[config.mk]
export PLATFORM = sky130hd
export DESIGN_NAME = romseq_sequencer
export DESIGN_NICKNAME = d
export VERILOG_FILES = /design/src/hw/romseq_timer.v /design/src/hw/romseq_sequencer.v
export VERILOG_INCLUDE_DIRS = /design/src /design/src/hw
export SDC_FILE = /design/constraint.sdc
export NUM_CORES = 1
export LEC_CHECK = 0
export BUFFER_PORTS_ARGS = -buffer_cell sky130_fd_sc_hd__buf_4
export CAP_MARGIN = 20
export CORE_ASPECT_RATIO = 1.5
export CORE_MARGIN = 2
export CORE_UTILIZATION = 50
export CTS_CLUSTER_DIAMETER = 60
export DETAILED_ROUTE_END_ITERATION = 7
export PLACE_DENSITY = 0.68
export SLEW_MARGIN = 10
export SYNTH_ARGS = -nofsm -noshare
export SYNTH_HDL_FRONTEND = slang
export SYNTH_SLANG_ARGS = --single-unit
[constraint.sdc]
create_clock -name core_clk -period 6.8 [get_ports core_clk]
set_clock_uncertainty 0.15 [all_clocks]
set_input_delay 1.36 -clock core_clk [delete_from_list [all_inputs] [get_ports core_clk]]
set_output_delay 1.36 -clock core_clk [all_outputs]
set_load 0.03 [all_outputs]
[src/hw/romseq_regs.vh]
/*
 * Constants for the operating mode sequencer: mode codes, field
 * position of the mode field and the sequence timing figures.
 * Assumes the includer uses a 100 MHz core clock.
 */
`ifndef ROMSEQ_REGS_VH
`define ROMSEQ_REGS_VH

// Mode field position inside the main mode control byte
`define ROMSEQ_MODE_MSB 7
`define ROMSEQ_MODE_LSB 5
`define ROMSEQ_CTRL_RESET 8'h20

// Mode codes
`define ROMSEQ_MODE_SLEEP 3'h0
`define ROMSEQ_MODE_STANDBY 3'h1
`define ROMSEQ_MODE_SYNTH 3'h2
`define ROMSEQ_MODE_RX 3'h3
`define ROMSEQ_MODE_TX 3'h4

// Clock rate and timing figures
`define ROMSEQ_CLK_MHZ 100
`define ROMSEQ_XTAL_MAX_US 5000
`define ROMSEQ_LOCK_MAX_US 500
`define ROMSEQ_SLEEP_MAX_US 1000
`define ROMSEQ_WAKE_MAX_US 6000
// Edges from the sampled mode to a stage output, on top of the timer count
`define ROMSEQ_SEQ_LATENCY 2
// Counts cut by that latency, and by one more for the lock and sleep limits, so each limit holds in whole cycles
`define ROMSEQ_XTAL_CYC (`ROMSEQ_XTAL_MAX_US * `ROMSEQ_CLK_MHZ - `ROMSEQ_SEQ_LATENCY)
`define ROMSEQ_LOCK_CYC (`ROMSEQ_LOCK_MAX_US * `ROMSEQ_CLK_MHZ - `ROMSEQ_SEQ_LATENCY - 1)
`define ROMSEQ_SLEEP_CYC (`ROMSEQ_SLEEP_MAX_US * `ROMSEQ_CLK_MHZ - `ROMSEQ_SEQ_LATENCY - 1)

`endif

[src/hw/romseq_timer.v]
/*
 * Down counter used for each stage delay of the sequencer.
 * Assumes load is a single-cycle pulse on core_clk.
 */
`timescale 1ns/10ps
`default_nettype none
module romseq_timer #(
	parameter WIDTH = 20
) (
	// Clock and reset
	input wire core_clk,
	input wire reset,
	// Control
	input wire load,
	input wire [WIDTH-1:0] load_value,
	// Status
	output wire done
);
	reg [WIDTH-1:0] count_reg;

	// Load wins over counting; stops at zero
	always @(posedge core_clk or posedge reset) begin
		if (reset)
			count_reg <= {WIDTH{1'b0}};
		else if (load)
			count_reg <= load_value;
		else if (count_reg != {WIDTH{1'b0}})
			count_reg <= count_reg - {{(WIDTH-1){1'b0}}, 1'b1};
	end

	assign done = (count_reg == {WIDTH{1'b0}}) && !load;
endmodule
`default_nettype wire

[src/hw/romseq_sequencer.v]
/*
 * Operating mode sequencer: follows the mode field from the host,
 * brings the crystal oscillator and PLL up in stages, reports lock,
 * and gates the buffered reference clock output in sleep.
 * Assumes the mode field is held in a register outside and arrives
 * synchronous to core_clk.
 */
// Behaviour
// - Mode 000 sleep, 001 standby, 010 synth, 011 receive, 100 transmit.
// - Crystal oscillator usable within 5 ms after sleep to standby.
// - PLL locks in under 0.5 ms after standby to synthesizer.
// - Lock output pin shows whether PLL is locked now.
// - Whole wake-up from sleep to rx or tx under 6 ms.
// - Buffered reference clock output held inactive during sleep.
// - Shutdown to sleep completes in under 1 ms.
`timescale 1ns/10ps
`include "romseq_regs.vh"
`default_nettype none
module romseq_sequencer #(
	parameter XTAL_CYCLES = `ROMSEQ_XTAL_CYC,
	parameter LOCK_CYCLES = `ROMSEQ_LOCK_CYC,
	parameter SLEEP_CYCLES = `ROMSEQ_SLEEP_CYC
) (
	// Clock and reset
	input wire core_clk,
	input wire reset,
	// Mode field of main_mode_control
	input wire [2:0] mode_field,
	// Reference clock to buffer out
	input wire ref_clk_in,
	// Analog enables
	output reg xtal_osc_enable,
	output reg pll_enable,
	output reg rx_enable,
	output reg tx_enable,
	// Status
	output reg xtal_ready,
	output reg pll_lock,
	output reg sleep_reached,
	output wire [2:0] current_mode,
	// Buffered clock output
	output wire clk_out
);
	localparam TW = 20;
	// Counts held as 32-bit words, then cut to the timer width on purpose
	localparam [31:0] XTAL_WORD = XTAL_CYCLES;
	localparam [31:0] LOCK_WORD = LOCK_CYCLES;
	localparam [31:0] SLEEP_WORD = SLEEP_CYCLES;
	localparam [TW-1:0] XTAL_LOAD = XTAL_WORD[TW-1:0];
	localparam [TW-1:0] LOCK_LOAD = LOCK_WORD[TW-1:0];
	localparam [TW-1:0] SLEEP_LOAD = SLEEP_WORD[TW-1:0];

	// Sequencer states
	localparam [2:0] ST_SLEEP = 3'h0;
	localparam [2:0] ST_XTAL_START = 3'h1;
	localparam [2:0] ST_STANDBY = 3'h2;
	localparam [2:0] ST_PLL_START = 3'h3;
	localparam [2:0] ST_SYNTH = 3'h4;
	localparam [2:0] ST_ACTIVE = 3'h5;
	localparam [2:0] ST_SHUTDOWN = 3'h6;

	reg [2:0] state_reg;
	reg [2:0] state_next;
	reg [2:0] mode_reg;
	reg [2:0] mode_next;
	reg timer_load;
	reg [TW-1:0] timer_value;
	wire timer_done;
	reg [2:0] current_mode_reg;

	// Code is one of the five documented modes
	function valid_mode;
		input [2:0] code;
		begin
			valid_mode = (code <= `ROMSEQ_MODE_TX);
		end
	endfunction

	// Mode needs the PLL running
	function needs_pll;
		input [2:0] code;
		begin
			needs_pll = (code >= `ROMSEQ_MODE_SYNTH) && valid_mode(code);
		end
	endfunction

	// State in which the PLL has settled
	function locked_state;
		input [2:0] st;
		begin
			locked_state = (st == ST_SYNTH) || (st == ST_ACTIVE);
		end
	endfunction

	// Mode a state reports; the active state reports the latched mode code, so a switch between rx and tx shows at once
	function [2:0] reported_mode;
		input [2:0] st;
		input [2:0] code;
		begin
			case (st)
				ST_ACTIVE: reported_mode = code;
				ST_SYNTH: reported_mode = `ROMSEQ_MODE_SYNTH;
				ST_STANDBY, ST_PLL_START: reported_mode = `ROMSEQ_MODE_STANDBY;
				default: reported_mode = `ROMSEQ_MODE_SLEEP;
			endcase
		end
	endfunction

	// Stage delay timer
	romseq_timer #(
		.WIDTH(TW)
	) u_timer (
		.core_clk(core_clk),
		.reset(reset),
		.load(timer_load),
		.load_value(timer_value),
		.done(timer_done)
	);

	// Latched mode; reserved codes keep the previous one
	always @* begin
		mode_next = valid_mode(mode_field) ? mode_field : mode_reg;
	end

	// Stage sequencing
	always @* begin
		state_next = state_reg;
		timer_load = 1'b0;
		timer_value = {TW{1'b0}};
		case (state_reg)
			ST_SLEEP: begin
				if (mode_reg != `ROMSEQ_MODE_SLEEP) begin
					state_next = ST_XTAL_START;
					timer_load = 1'b1;
					timer_value = XTAL_LOAD;
				end
			end
			ST_XTAL_START: begin
				if (mode_reg == `ROMSEQ_MODE_SLEEP) begin
					state_next = ST_SHUTDOWN;
					timer_load = 1'b1;
					timer_value = SLEEP_LOAD;
				end else if (timer_done)
					state_next = ST_STANDBY;
			end
			ST_STANDBY: begin
				if (mode_reg == `ROMSEQ_MODE_SLEEP) begin
					state_next = ST_SHUTDOWN;
					timer_load = 1'b1;
					timer_value = SLEEP_LOAD;
				end else if (needs_pll(mode_reg)) begin
					state_next = ST_PLL_START;
					timer_load = 1'b1;
					timer_value = LOCK_LOAD;
				end
			end
			ST_PLL_START: begin
				if (mode_reg == `ROMSEQ_MODE_SLEEP) begin
					state_next = ST_SHUTDOWN;
					timer_load = 1'b1;
					timer_value = SLEEP_LOAD;
				end else if (!needs_pll(mode_reg))
					state_next = ST_STANDBY;
				else if (timer_done)
					state_next = ST_SYNTH;
			end
			ST_SYNTH, ST_ACTIVE: begin
				// Rx or tx only entered from a locked synthesizer
				if (mode_reg == `ROMSEQ_MODE_SLEEP) begin
					state_next = ST_SHUTDOWN;
					timer_load = 1'b1;
					timer_value = SLEEP_LOAD;
				end else if (!needs_pll(mode_reg))
					state_next = ST_STANDBY;
				else if (mode_reg == `ROMSEQ_MODE_SYNTH)
					state_next = ST_SYNTH;
				else
					state_next = ST_ACTIVE;
			end
			ST_SHUTDOWN: begin
				// Enables already off; wait out the settle time
				if (timer_done)
					state_next = ST_SLEEP;
			end
			default: state_next = ST_SLEEP;
		endcase
	end

	// State, mode and output flip-flops
	always @(posedge core_clk or posedge reset) begin
		if (reset) begin
			state_reg <= ST_SLEEP;
			mode_reg <= `ROMSEQ_MODE_SLEEP;
			xtal_osc_enable <= 1'b0;
			pll_enable <= 1'b0;
			rx_enable <= 1'b0;
			tx_enable <= 1'b0;
			xtal_ready <= 1'b0;
			pll_lock <= 1'b0;
			sleep_reached <= 1'b1;
			current_mode_reg <= `ROMSEQ_MODE_SLEEP;
		end else begin
			state_reg <= state_next;
			mode_reg <= mode_next;
			// Oscillator runs everywhere except sleep and shutdown
			xtal_osc_enable <= (state_next != ST_SLEEP) && (state_next != ST_SHUTDOWN);
			pll_enable <= (state_next == ST_PLL_START) || locked_state(state_next);
			rx_enable <= (state_next == ST_ACTIVE) && (mode_reg == `ROMSEQ_MODE_RX);
			tx_enable <= (state_next == ST_ACTIVE) && (mode_reg == `ROMSEQ_MODE_TX);
			xtal_ready <= (state_next == ST_STANDBY) || (state_next == ST_PLL_START) ||
				locked_state(state_next);
			pll_lock <= locked_state(state_next);
			sleep_reached <= (state_next == ST_SLEEP);
			// Same inputs as the rx and tx enables, so the reported mode never lags them
			current_mode_reg <= reported_mode(state_next, mode_reg);
		end
	end

	// Reported mode follows the state actually reached
	assign current_mode = current_mode_reg;

	// Clock out only while the crystal is usable; low in sleep
	assign clk_out = ref_clk_in & xtal_ready;
endmodule
`default_nettype wire

======== Word-level counts from Yosys, hierarchy flattened ========
Index checks and enable logic that the tools add are counted.
operators by class
  add/subtract/negate cells ............... 1
  $lt $le $gt $ge ......................... 3
  equal/unequal tests ..................... 14
  muxes and demuxes ....................... 26
  bitwise operators ....................... 1
  reduce and logical (&&, ||, !) cells .... 21
operators with widths
  kind                   number
  $mux 20                3
  $pmux 20 s3            1
  $mux 3                 11
  $logic_not 20->1       1
  $reduce_bool 20->1     1
  $sub 20x1->20 const B  1
  $mux 19                1
  $eq 3x2->1 const B     6
  $eq 3x3->1 const B     6
  $pmux 3 s6             1
  $mux 17                1
  $mux 16                1
  $logic_not 3->1        3
  $pmux 3 s3             1
  $le 3x3->1 const B     2
  $reduce_bool 3->1      2
  $logic_and 1x1->1      5
  $mux 1                 5
  $logic_or 1x1->1       4
  $reduce_or 2->1        2
  $reduce_or 4->1        1
  $eq 3x1->1 const B     1
  $ge 3x2->1 const B     1
  $ne 3x3->1 const B     1
  other kinds (4)        4
storage, ports and cells
  flip-flop bits (word level) ............. 36
  output and inout bits ................... 11
  logic and storage cells ................. 77

======== Logic depth before layout (Yosys ltp) ========
Gate-level depths: netlist (run 1).
  word-level depth ........................ 14
  gate-level depth with buffers ........... 9

======== Cells and area by module ========
A second synthesis (run 1) with hierarchy kept.
second synthesis, totals
  cell total of the unflattened synthesis .. 233
  area total of the unflattened synthesis .. 2227.1 um^2
modules (own cells, without submodules)
  module            times used  cells an instance  area each (um^2)
  romseq_timer      1           138                1267.5
  romseq_sequencer  1           95                 959.7

======== Worst setup path after synthesis (run 1) ========
No wires, ideal clock.
  path kind ............................... input to output
  start ................................... in ref_clk_in
  end ..................................... out clk_out
  arrival ................................. 1.641 ns
  data required time ...................... 5.290 ns
  slack ................................... 3.649 ns
  cell stages on the path ................. 1
  buffers on the path ..................... 0
  cell sequence ........................... and2_1
between the ends
  word-level cells in the longest chain between the ends .. 1
ends and longest elaborated chain
  what             RTL line                RTL
  start, declared  romseq_sequencer.v:30   input wire ref_clk_in,
  $and 1x1->1      romseq_sequencer.v:223  assign clk_out = ref_clk_in & xtal_ready;
  end, declared    romseq_sequencer.v:42   output wire clk_out
Every way passes these cells.

======== Worst setup path in the final report (run 1) ========
Same ends and word-level chain as after synthesis.

==> impl_metrics.toml, run 1 <==
[timing]
setup_violations = 0
rsz0062_at_grt = "false"
worstMarginPinSlew_ns = 0.902
relSlewSlack_pct = 39.4
fmax_mhz = 304
hold_viol = 0
drv_slew = 0
fin_ws_ns = 3.51
fin_crit_sh_pct = 48.3
period_needed_ns = 3.29
whs_ns = 0.376
tns_ns = 0

[synth]
yosysWarningCount = 0
synth_nets = 233
synth_cell_types = 57
syn_inst = 225
yosysTopAreaCellShare_pct = 42.0
synth_top_area_cell = "dfrtp_1"
synth_most_common_cell = "dfrtp_1"
synth_edf_count = 0
yosysSeqAreaShare_pct = 43.3
yosys-top-cells-count = "dfrtp_1 (35), nor2_1 (24), a21oi_1 (18), nand2_1 (17), nor3_1 (10)"
syn_avg_cell_area_um2 = 9.27
synth-seq-cells = 36
ys_top_cells_by_area = "dfrtp_1 (42%), a21oi_1 (4.3%), nor2_1 (4.3%), buf_6 (3.2%), nand2_1 (3.1%)"
ys.flop_type = "dfrtp_1"
synthArstFlopShare_pct = 100
syn-cell-area_um2 = 2090

[floorplanning]
die_area_um2 = 4710
fp.coreArea_um2 = 3960
die_h_um = 83.1
die-width_um = 56.7
num_rows = 28
initial_core_util_pct = 52.7
io-pin-count = 17

[clock_network]
post-cts-setup-buffers = 0
postCtsHoldBufs = 0
cts_tree = "done"
clk_latency_ns = 0.29
clkSinkCount = 36
path_clk_slew_ns = 0.07
cts_buffers = 5
htreeDepth = 2
clk_path_buf_depth = 2
ctsRootBufferMaster = "clkbuf_8"
ctsResizeCount = 0

[route]
wl_met1_um = 1790
wl_met2_um = 2430
drc = 0
viasPerCell = 5.95
wl_met3_um = 134
first_pass_iters = 4
vias = 1685
top_layer = "met4"
ant_nets = 0
routedWlPerCell_um = 15.8
routed_wl_um = 4470
first_iter_violations = 68

[setup_path]
cp_slowest_stage_delay_ns = 0.16
worstPathRequired_ns = 5.29
cpMostUsedCell = "buf_4"
critical-path-slowest-cell = "buf_4"
crit_fanout = 1
cp-start-kind = "input pin"
crit_chain = "buf_4 > and2_1 > buf_4"
worstSetupPathType = "in -> out"
worst_ep_arrival_time_ns = 1.78
end_kind = "primary output"

[global_routing]
grt_max_degree = 37
overflow = 0
grt_pass1_vias = 1693
track_usage_pct = 21.0
antenna_found_initial = 0
grt_pass1_wl_um = 7910

[place]
gp_congestion = 0.895
portBuffers = 16
hpwlAfterDp_um = 3240
place_ws_ns = 3.51

[finish]
nFillCells = 366
synthToLayoutAreaGrowth_pct = 8.82
drive_gt1_share_pct = 18.9
layout.nets = 245
antennaDiodeCount = 0
largest_reg_flops = 20

[power_and_ir_drop]
p_leak_uw = 0.000996
power_density_nw_per_um2 = 421
vdd_ir_drop_max_uv = 293

[flow_run]
drv_cap = 0

[hold_path]
min_path_type = "reg -> reg"

[status]
status = "complete, no violations"
## path summary, 6_finish.rpt
kind / from / endpoint / slack [ns] / cells after the start
max in group asynchronous: reset / sleep_reached$_DFF_PP1_ / 5.13 / 3
hold reg to reg: u_timer.count_reg[15]$_DFFE_PP0N_ / u_timer.count_reg[15]$_DFFE_PP0N_ / 0.38 / 2
setup reg to reg: u_timer.count_reg[9]$_DFFE_PP0N_ / u_timer.count_reg[9]$_DFFE_PP0N_ / 3.82 / 6
setup / recovery: ref_clk_in / clk_out / 3.51 / 3
hold / removal: u_timer.count_reg[15]$_DFFE_PP0N_ / u_timer.count_reg[15]$_DFFE_PP0N_ / 0.38 / 2
min in group asynchronous: reset / current_mode[0]$_DFF_PP0_ / 1.02 / 3
## metal layers
layer,vias to the layer above,GRT usage (%)
met5,-,0
met4,0,8.67
met3,11,3.43
met2,46,37.4
met1,802,24.4
li1,826,-
## power by group
part | switching [uW] | internal [uW]
Combinational | 247 | 172
Clock | 78.1 | 81.9
Sequential | 85.1 | 290
## cell usage in the layout, fill, tap and decap left out, drive strengths merged, types with 2 or more instances in the layout
cell type  count
dfrtp         35
o22ai          2
and2           6
nor2          24
a211oi         2
o21ai          8
xor2           7
nor4           5
nand2         17
clkbuf         6
or3            4
o211ai         2
a221oi         3
o31ai          2
o21a           2
ha             2
buf           17
a31oi          2
o2111ai        2
a21oi         19
clkinvlp       2
a21boi         2
nand3          6
nand4b         2
inv           10
and3           3
nor3b          2
or2            5
a21o           2
xnor2          6
nor3          10
nor2b          4
nand2b         3
## critical path, delay by kind of cell
family / cells / cell delay (ns)
buf+inv: 2 / 0.26
simple gates: 1 / 0.15
## layout make-up
cell class              instances  area (um^2)  share of cell area, %
clock buffers                   6         82.6                   3.64
clock inverters                 2         15.0                  0.662
inverters                      10         37.5                   1.65
multi-input cells             167         1050                   46.2
flip-flops and latches         36          902                   39.7
well taps                      45         56.3                   2.48
repair buffers                 17          128                   5.62
## stage by stage
stage	util (%)	instance area (um^2)	std cells	power [uW]
2_1_floorplan	-	2090	225	710
3_3_place_gp	54.9	2170	275	792
3_5_place_dp	54.9	2170	275	796
4_1_cts	57.3	2270	283	960
5_1_grt	57.3	2270	283	1030
6_report	57.3	2270	283	955
## logic make-up (layout without fill, tap and decap cells)
kind of cell             after synthesis  in the layout  synth area share (%)
flip-flops                            36             36                  43.3
multiplexers                           1              1                 0.480
AND/OR/NAND/NOR                       96             96                  24.9
AO/OA/AOI/OAI                         55             55                  18.2
buffers and inverters                 22             35                  6.48
adder cells (fa/ha/maj)                2              2                  1.20
XOR/XNOR                              13             13                  5.46
No activity file was read; power rests on OpenSTA's default activity.
==> run 2, diff against run 1 <==
Clock period 6.8 ns to 3.2 ns, I/O delays scaled along.
==> impl_metrics.toml, run 2 (synthesis results as in run 1) <==
[route]
drc = 0
routedWlPerCell_um = 17.4
viasPerCell = 6.08
first_pass_iters = 4
wl_met3_um = 175
top_layer = "met4"
ant_nets = 0
wl_met2_um = 2710
first_iter_violations = 77
vias = 1763
wl_met1_um = 1930
routed_wl_um = 5050

[timing]
fmax_mhz = 377
whs_ns = 0.233
rsz0062_at_grt = "false"
drv_slew = 0
period_needed_ns = 2.65
worstMarginPinSlew_ns = 0.726
tns_ns = 0
setup_violations = 0
fin_crit_sh_pct = 82.9
relSlewSlack_pct = 51.2
hold_viol = 0
fin_ws_ns = 0.547

[finish]
final_util_pct = 60.2
mostFrequentLayoutCells = "dfrtp_1 (35), nor2_1 (24), buf_4 (24)"
nFillCells = 361
drive_gt1_share_pct = 21.2
layout_commonest_cell = "dfrtp_1"
synthToLayoutAreaGrowth_pct = 14.3
ff_latch_area_um2 = 902
multi_input_area_um2 = 1050
largest_reg_flops = 20
layout.nets = 252
antennaDiodeCount = 0

[setup_path]
worstPathRequired_ns = 3.22
end_kind = "flip-flop"
cp-start-kind = "flip-flop"
worstSetupPathType = "reg -> reg"
worst_ep_arrival_time_ns = 2.67
crit_fanout = 7

[clock_network]
cts_tree = "done"
post-cts-setup-buffers = 0
path_clk_slew_ns = 0.08
ctsResizeCount = 0
clk_path_buf_depth = 2
ctsRootBufferMaster = "clkbuf_8"
cts_buffers = 5
postCtsHoldBufs = 0
clkSinkCount = 36
clk_latency_ns = 0.29
htreeDepth = 2

[floorplanning]
initial_core_util_pct = 52.7
die_area_um2 = 4710
die-width_um = 56.7
fp.coreArea_um2 = 3960
io-pin-count = 17
num_rows = 28
die_h_um = 83.1

[global_routing]
antenna_found_initial = 0
grt_max_degree = 24
track_usage_pct = 22.9
grt_pass1_vias = 1787
overflow = 0
grt_pass1_wl_um = 8360

[flow_run]
drv_cap = 0

[power_and_ir_drop]
p_leak_uw = 0.00107
power.total_uw = 2310
vdd_ir_drop_max_uv = 576
power_density_nw_per_um2 = 969

[place]
gp_congestion = 0.925
place_ws_ns = 0.590
portBuffers = 16
hpwlAfterDp_um = 3640

[status]
status = "complete, no violations"

[hold_path]
min_path_type = "in -> async"
## run 2: routing by layer
| metal | track usage, % | vias up |
|---|---|---|
| li1 | - | 835 |
| met1 | 24.8 | 854 |
| met2 | 40.6 | 52 |
| met3 | 4.36 | 22 |
| met4 | 12.7 | 0 |
| met5 | 0 | - |
## run 2: power by group
| group | switching [uW] | leakage (uW) | internal [uW] |
|---|---|---|---|
| Clock | 175 | 0.0000784 | 390 |
| Sequential | 158 | 0.000442 | 617 |
| Combinational | 581 | 0.000546 | 389 |
## run 2: through the flow
step	instance area, um^2	cells
after CTS	2380	290
after global routing	2380	290
after detailed placement	2220	282
final	2380	290
after floorplan	2090	225
after global placement	2220	282
## run 2: cell type report
cell class                 count  share of cell area [%]
multi-input combinational    167                    44.0
tap                           45                    2.36
inverter                      10                    1.57
sequential                    36                    37.8
clock buffer                   5                    2.89
clock inverter                 3                    3.78
timing repair buffer          24                    7.56
## run 2: worst max-delay path: stages (launching register included)
cell     delay (ns)
dfrtp_1        0.42
or4_1          0.69
nor4_4         0.41
nand2_1        0.26
a21oi_1        0.31
or3_4          0.21
nand3_1        0.08
## run 2: final timing paths
check,start,endpoint,slack (ns),depth (start not counted)
max in group asynchronous,reset,sleep_reached$_DFF_PP1_,1.91,3
setup reg to reg,u_timer.count_reg[9]$_DFFE_PP0N_,xtal_osc_enable$_DFF_PP0_,0.55,6
hold / removal,reset,u_timer.count_reg[5]$_DFFE_PP0N_,0.23,2
setup / recovery,u_timer.count_reg[9]$_DFFE_PP0N_,xtal_osc_enable$_DFF_PP0_,0.55,6
hold reg to reg,u_timer.count_reg[15]$_DFFE_PP0N_,u_timer.count_reg[15]$_DFFE_PP0N_,0.38,2
min in group core_clk,u_timer.count_reg[15]$_DFFE_PP0N_,u_timer.count_reg[15]$_DFFE_PP0N_,0.38,2
==> run 3, diff against run 2 <==
Clock period 3.2 ns to 2.8 ns, I/O delays scaled along.
==> impl_metrics.toml, run 3 (synthesis results as in run 1) <==
[setup_path]
worstSetupPathType = "reg -> reg"
critical-path-slowest-cell = "or4_1"
r2r-start = "u_timer.count_reg[9]$_DFFE_PP0N_"
crit_chain = "or4_1 > nor4_4 > o2111ai_1 > a211oi_2 > or3_4 > o31ai_1"
crit_fanout = 6
path_delay_family = "simple AND/OR/NAND/NOR gates"
critPathLaunch = "u_timer.count_reg[9]$_DFFE_PP0N_"
path_depth = 6
ff2ff_path_depth = 6
worstPathRequired_ns = 2.80
cp_slowest_stage_delay_ns = 0.62
path_buf_inv = 0
end_kind = "flip-flop"
cp-start-kind = "flip-flop"
worst_ep_arrival_time_ns = 2.59

[power_and_ir_drop]
seq_power_share_pct = 37.7
swShare_pct = 42.8
p_leak_uw = 0.00107
p_int_uw = 1370
power.total_uw = 2400
power_density_nw_per_um2 = 1020
switching_power_uw = 1030
vdd_ir_drop_max_uv = 654
pwr-share-comb_pct = 46.5
clkPwrFrac_pct = 15.8

[finish]
layout.nets = 258
antennaDiodeCount = 0
nFillCells = 359
synthToLayoutAreaGrowth_pct = 13.3
fin_cells = 296
layout_commonest_cell = "dfrtp_1"
drive_gt1_share_pct = 23.1
largest_reg_flops = 20
mostFrequentLayoutCells = "dfrtp_1 (35), buf_4 (30), nor2_1 (24)"

[route]
routed_wl_um = 4910
first_iter_violations = 48
routedWlPerCell_um = 16.6
viasPerCell = 5.93
drc = 0
top_layer = "met4"
first_pass_iters = 4
wl_met2_um = 2680
vias = 1756
wl_met1_um = 1880
wl_met3_um = 143
ant_nets = 0

[timing]
period_needed_ns = 2.59
setup_violations = 0
rsz0062_at_grt = "false"
drv_slew = 0
hold_viol = 0
tns_ns = 0
relSlewSlack_pct = 65.2
worstMarginPinSlew_ns = 0.522
fmax_mhz = 387
fin_crit_sh_pct = 92.4

[clock_network]
post-cts-setup-buffers = 0
path_clk_slew_ns = 0.07
clk_latency_ns = 0.29
ctsRootBufferMaster = "clkbuf_8"
htreeDepth = 2
cts_tree = "done"
postCtsHoldBufs = 0
cts_buffers = 5
clk_path_buf_depth = 2
ctsResizeCount = 0
clkSinkCount = 36

[floorplanning]
die_h_um = 83.1
initial_core_util_pct = 52.7
die-width_um = 56.7
num_rows = 28
die_area_um2 = 4710
fp.coreArea_um2 = 3960
io-pin-count = 17

[place]
portBuffers = 16
hpwlAfterDp_um = 3760
dp.cells = 288
gp_congestion = 0.963

[hold_path]
min_path_type = "in -> async"

[global_routing]
grt_pass1_wl_um = 8540
track_usage_pct = 23.1
grt_max_degree = 25
overflow = 0
antenna_found_initial = 0
grt_pass1_vias = 1876

[flow_run]
drv_cap = 0

[status]
status = "complete, no violations"
-- run 3: changes by cell type in the layout (fill, tap and decap cells not counted) --
cell	previous run	this run
clkinv_2	0	2
clkbuf_8	5	6
buf_4	24	30
bufinv_16	3	0
-- run 3: cell type report --
class                           instances  area, um^2  share of cell area, %
Clock buffer                            6        82.6                   3.50
Clock inverter                          2        10.0                  0.424
Inverter                               10        37.5                   1.59
Multi-Input combinational cell        167        1050                   44.4
Sequential cell                        36         902                   38.2
Tap cell                               45        56.3                   2.38
Timing Repair Buffer                   30         225                   9.53
-- run 3: worst paths after layout --
check | endpoint | slack, ns
max in group asynchronous | sleep_reached$_DFF_PP1_ | 1.61
worst max register to register | pll_enable$_DFF_PP0_ | 0.21
worst min register to register | u_timer.count_reg[15]$_DFFE_PP0N_ | 0.37
worst max-delay path | pll_enable$_DFF_PP0_ | 0.21
worst min-delay path | u_timer.count_reg[6]$_DFFE_PP0N_ | 0.14
min in group core_clk | mode_reg[1]$_DFFE_PP0P_ | 0.32
-- run 3: power groups by stage --
| stage | combinational [uW] | sequential (uW) | clock (uW) |
|---|---|---|---|
| 6_report | 1120 | 906 | 379 |
| 5_1_grt | 1230 | 929 | 412 |
| 4_1_cts | 1120 | 898 | 392 |
| 3_5_place_dp | 1120 | 909 | 0 |
| 3_3_place_gp | 1100 | 907 | 0 |
| 2_1_floorplan | 806 | 918 | 0 |
-- run 3: worst reg2reg max path: stages (launching register included) --
cell       delay [ns]
dfrtp_1          0.43
or4_1            0.62
nor4_4           0.37
o2111ai_1        0.20
a211oi_2         0.37
or3_4            0.23
o31ai_1          0.08
-- run 3: per-stage QoR --
stage	hold slack [ns]	worst slack (ns)	instance area [um^2]	utilization, %
6_report	0.142	0.213	2360	59.7
5_1_grt	0.199	0.0788	2360	59.7
4_1_cts	0.160	0.220	2360	59.7
3_5_place_dp	0.360	0.240	2270	57.3
3_3_place_gp	0.356	0.314	2270	57.3
2_1_floorplan	0.327	0.438	2090	-
-- run 3: metal layers --
layer  GRT usage (%)  up-vias
met2            42.7       44
li1                -      846
met5               0        -
met1            24.4      847
met4            11.0        0
met3            4.36       19
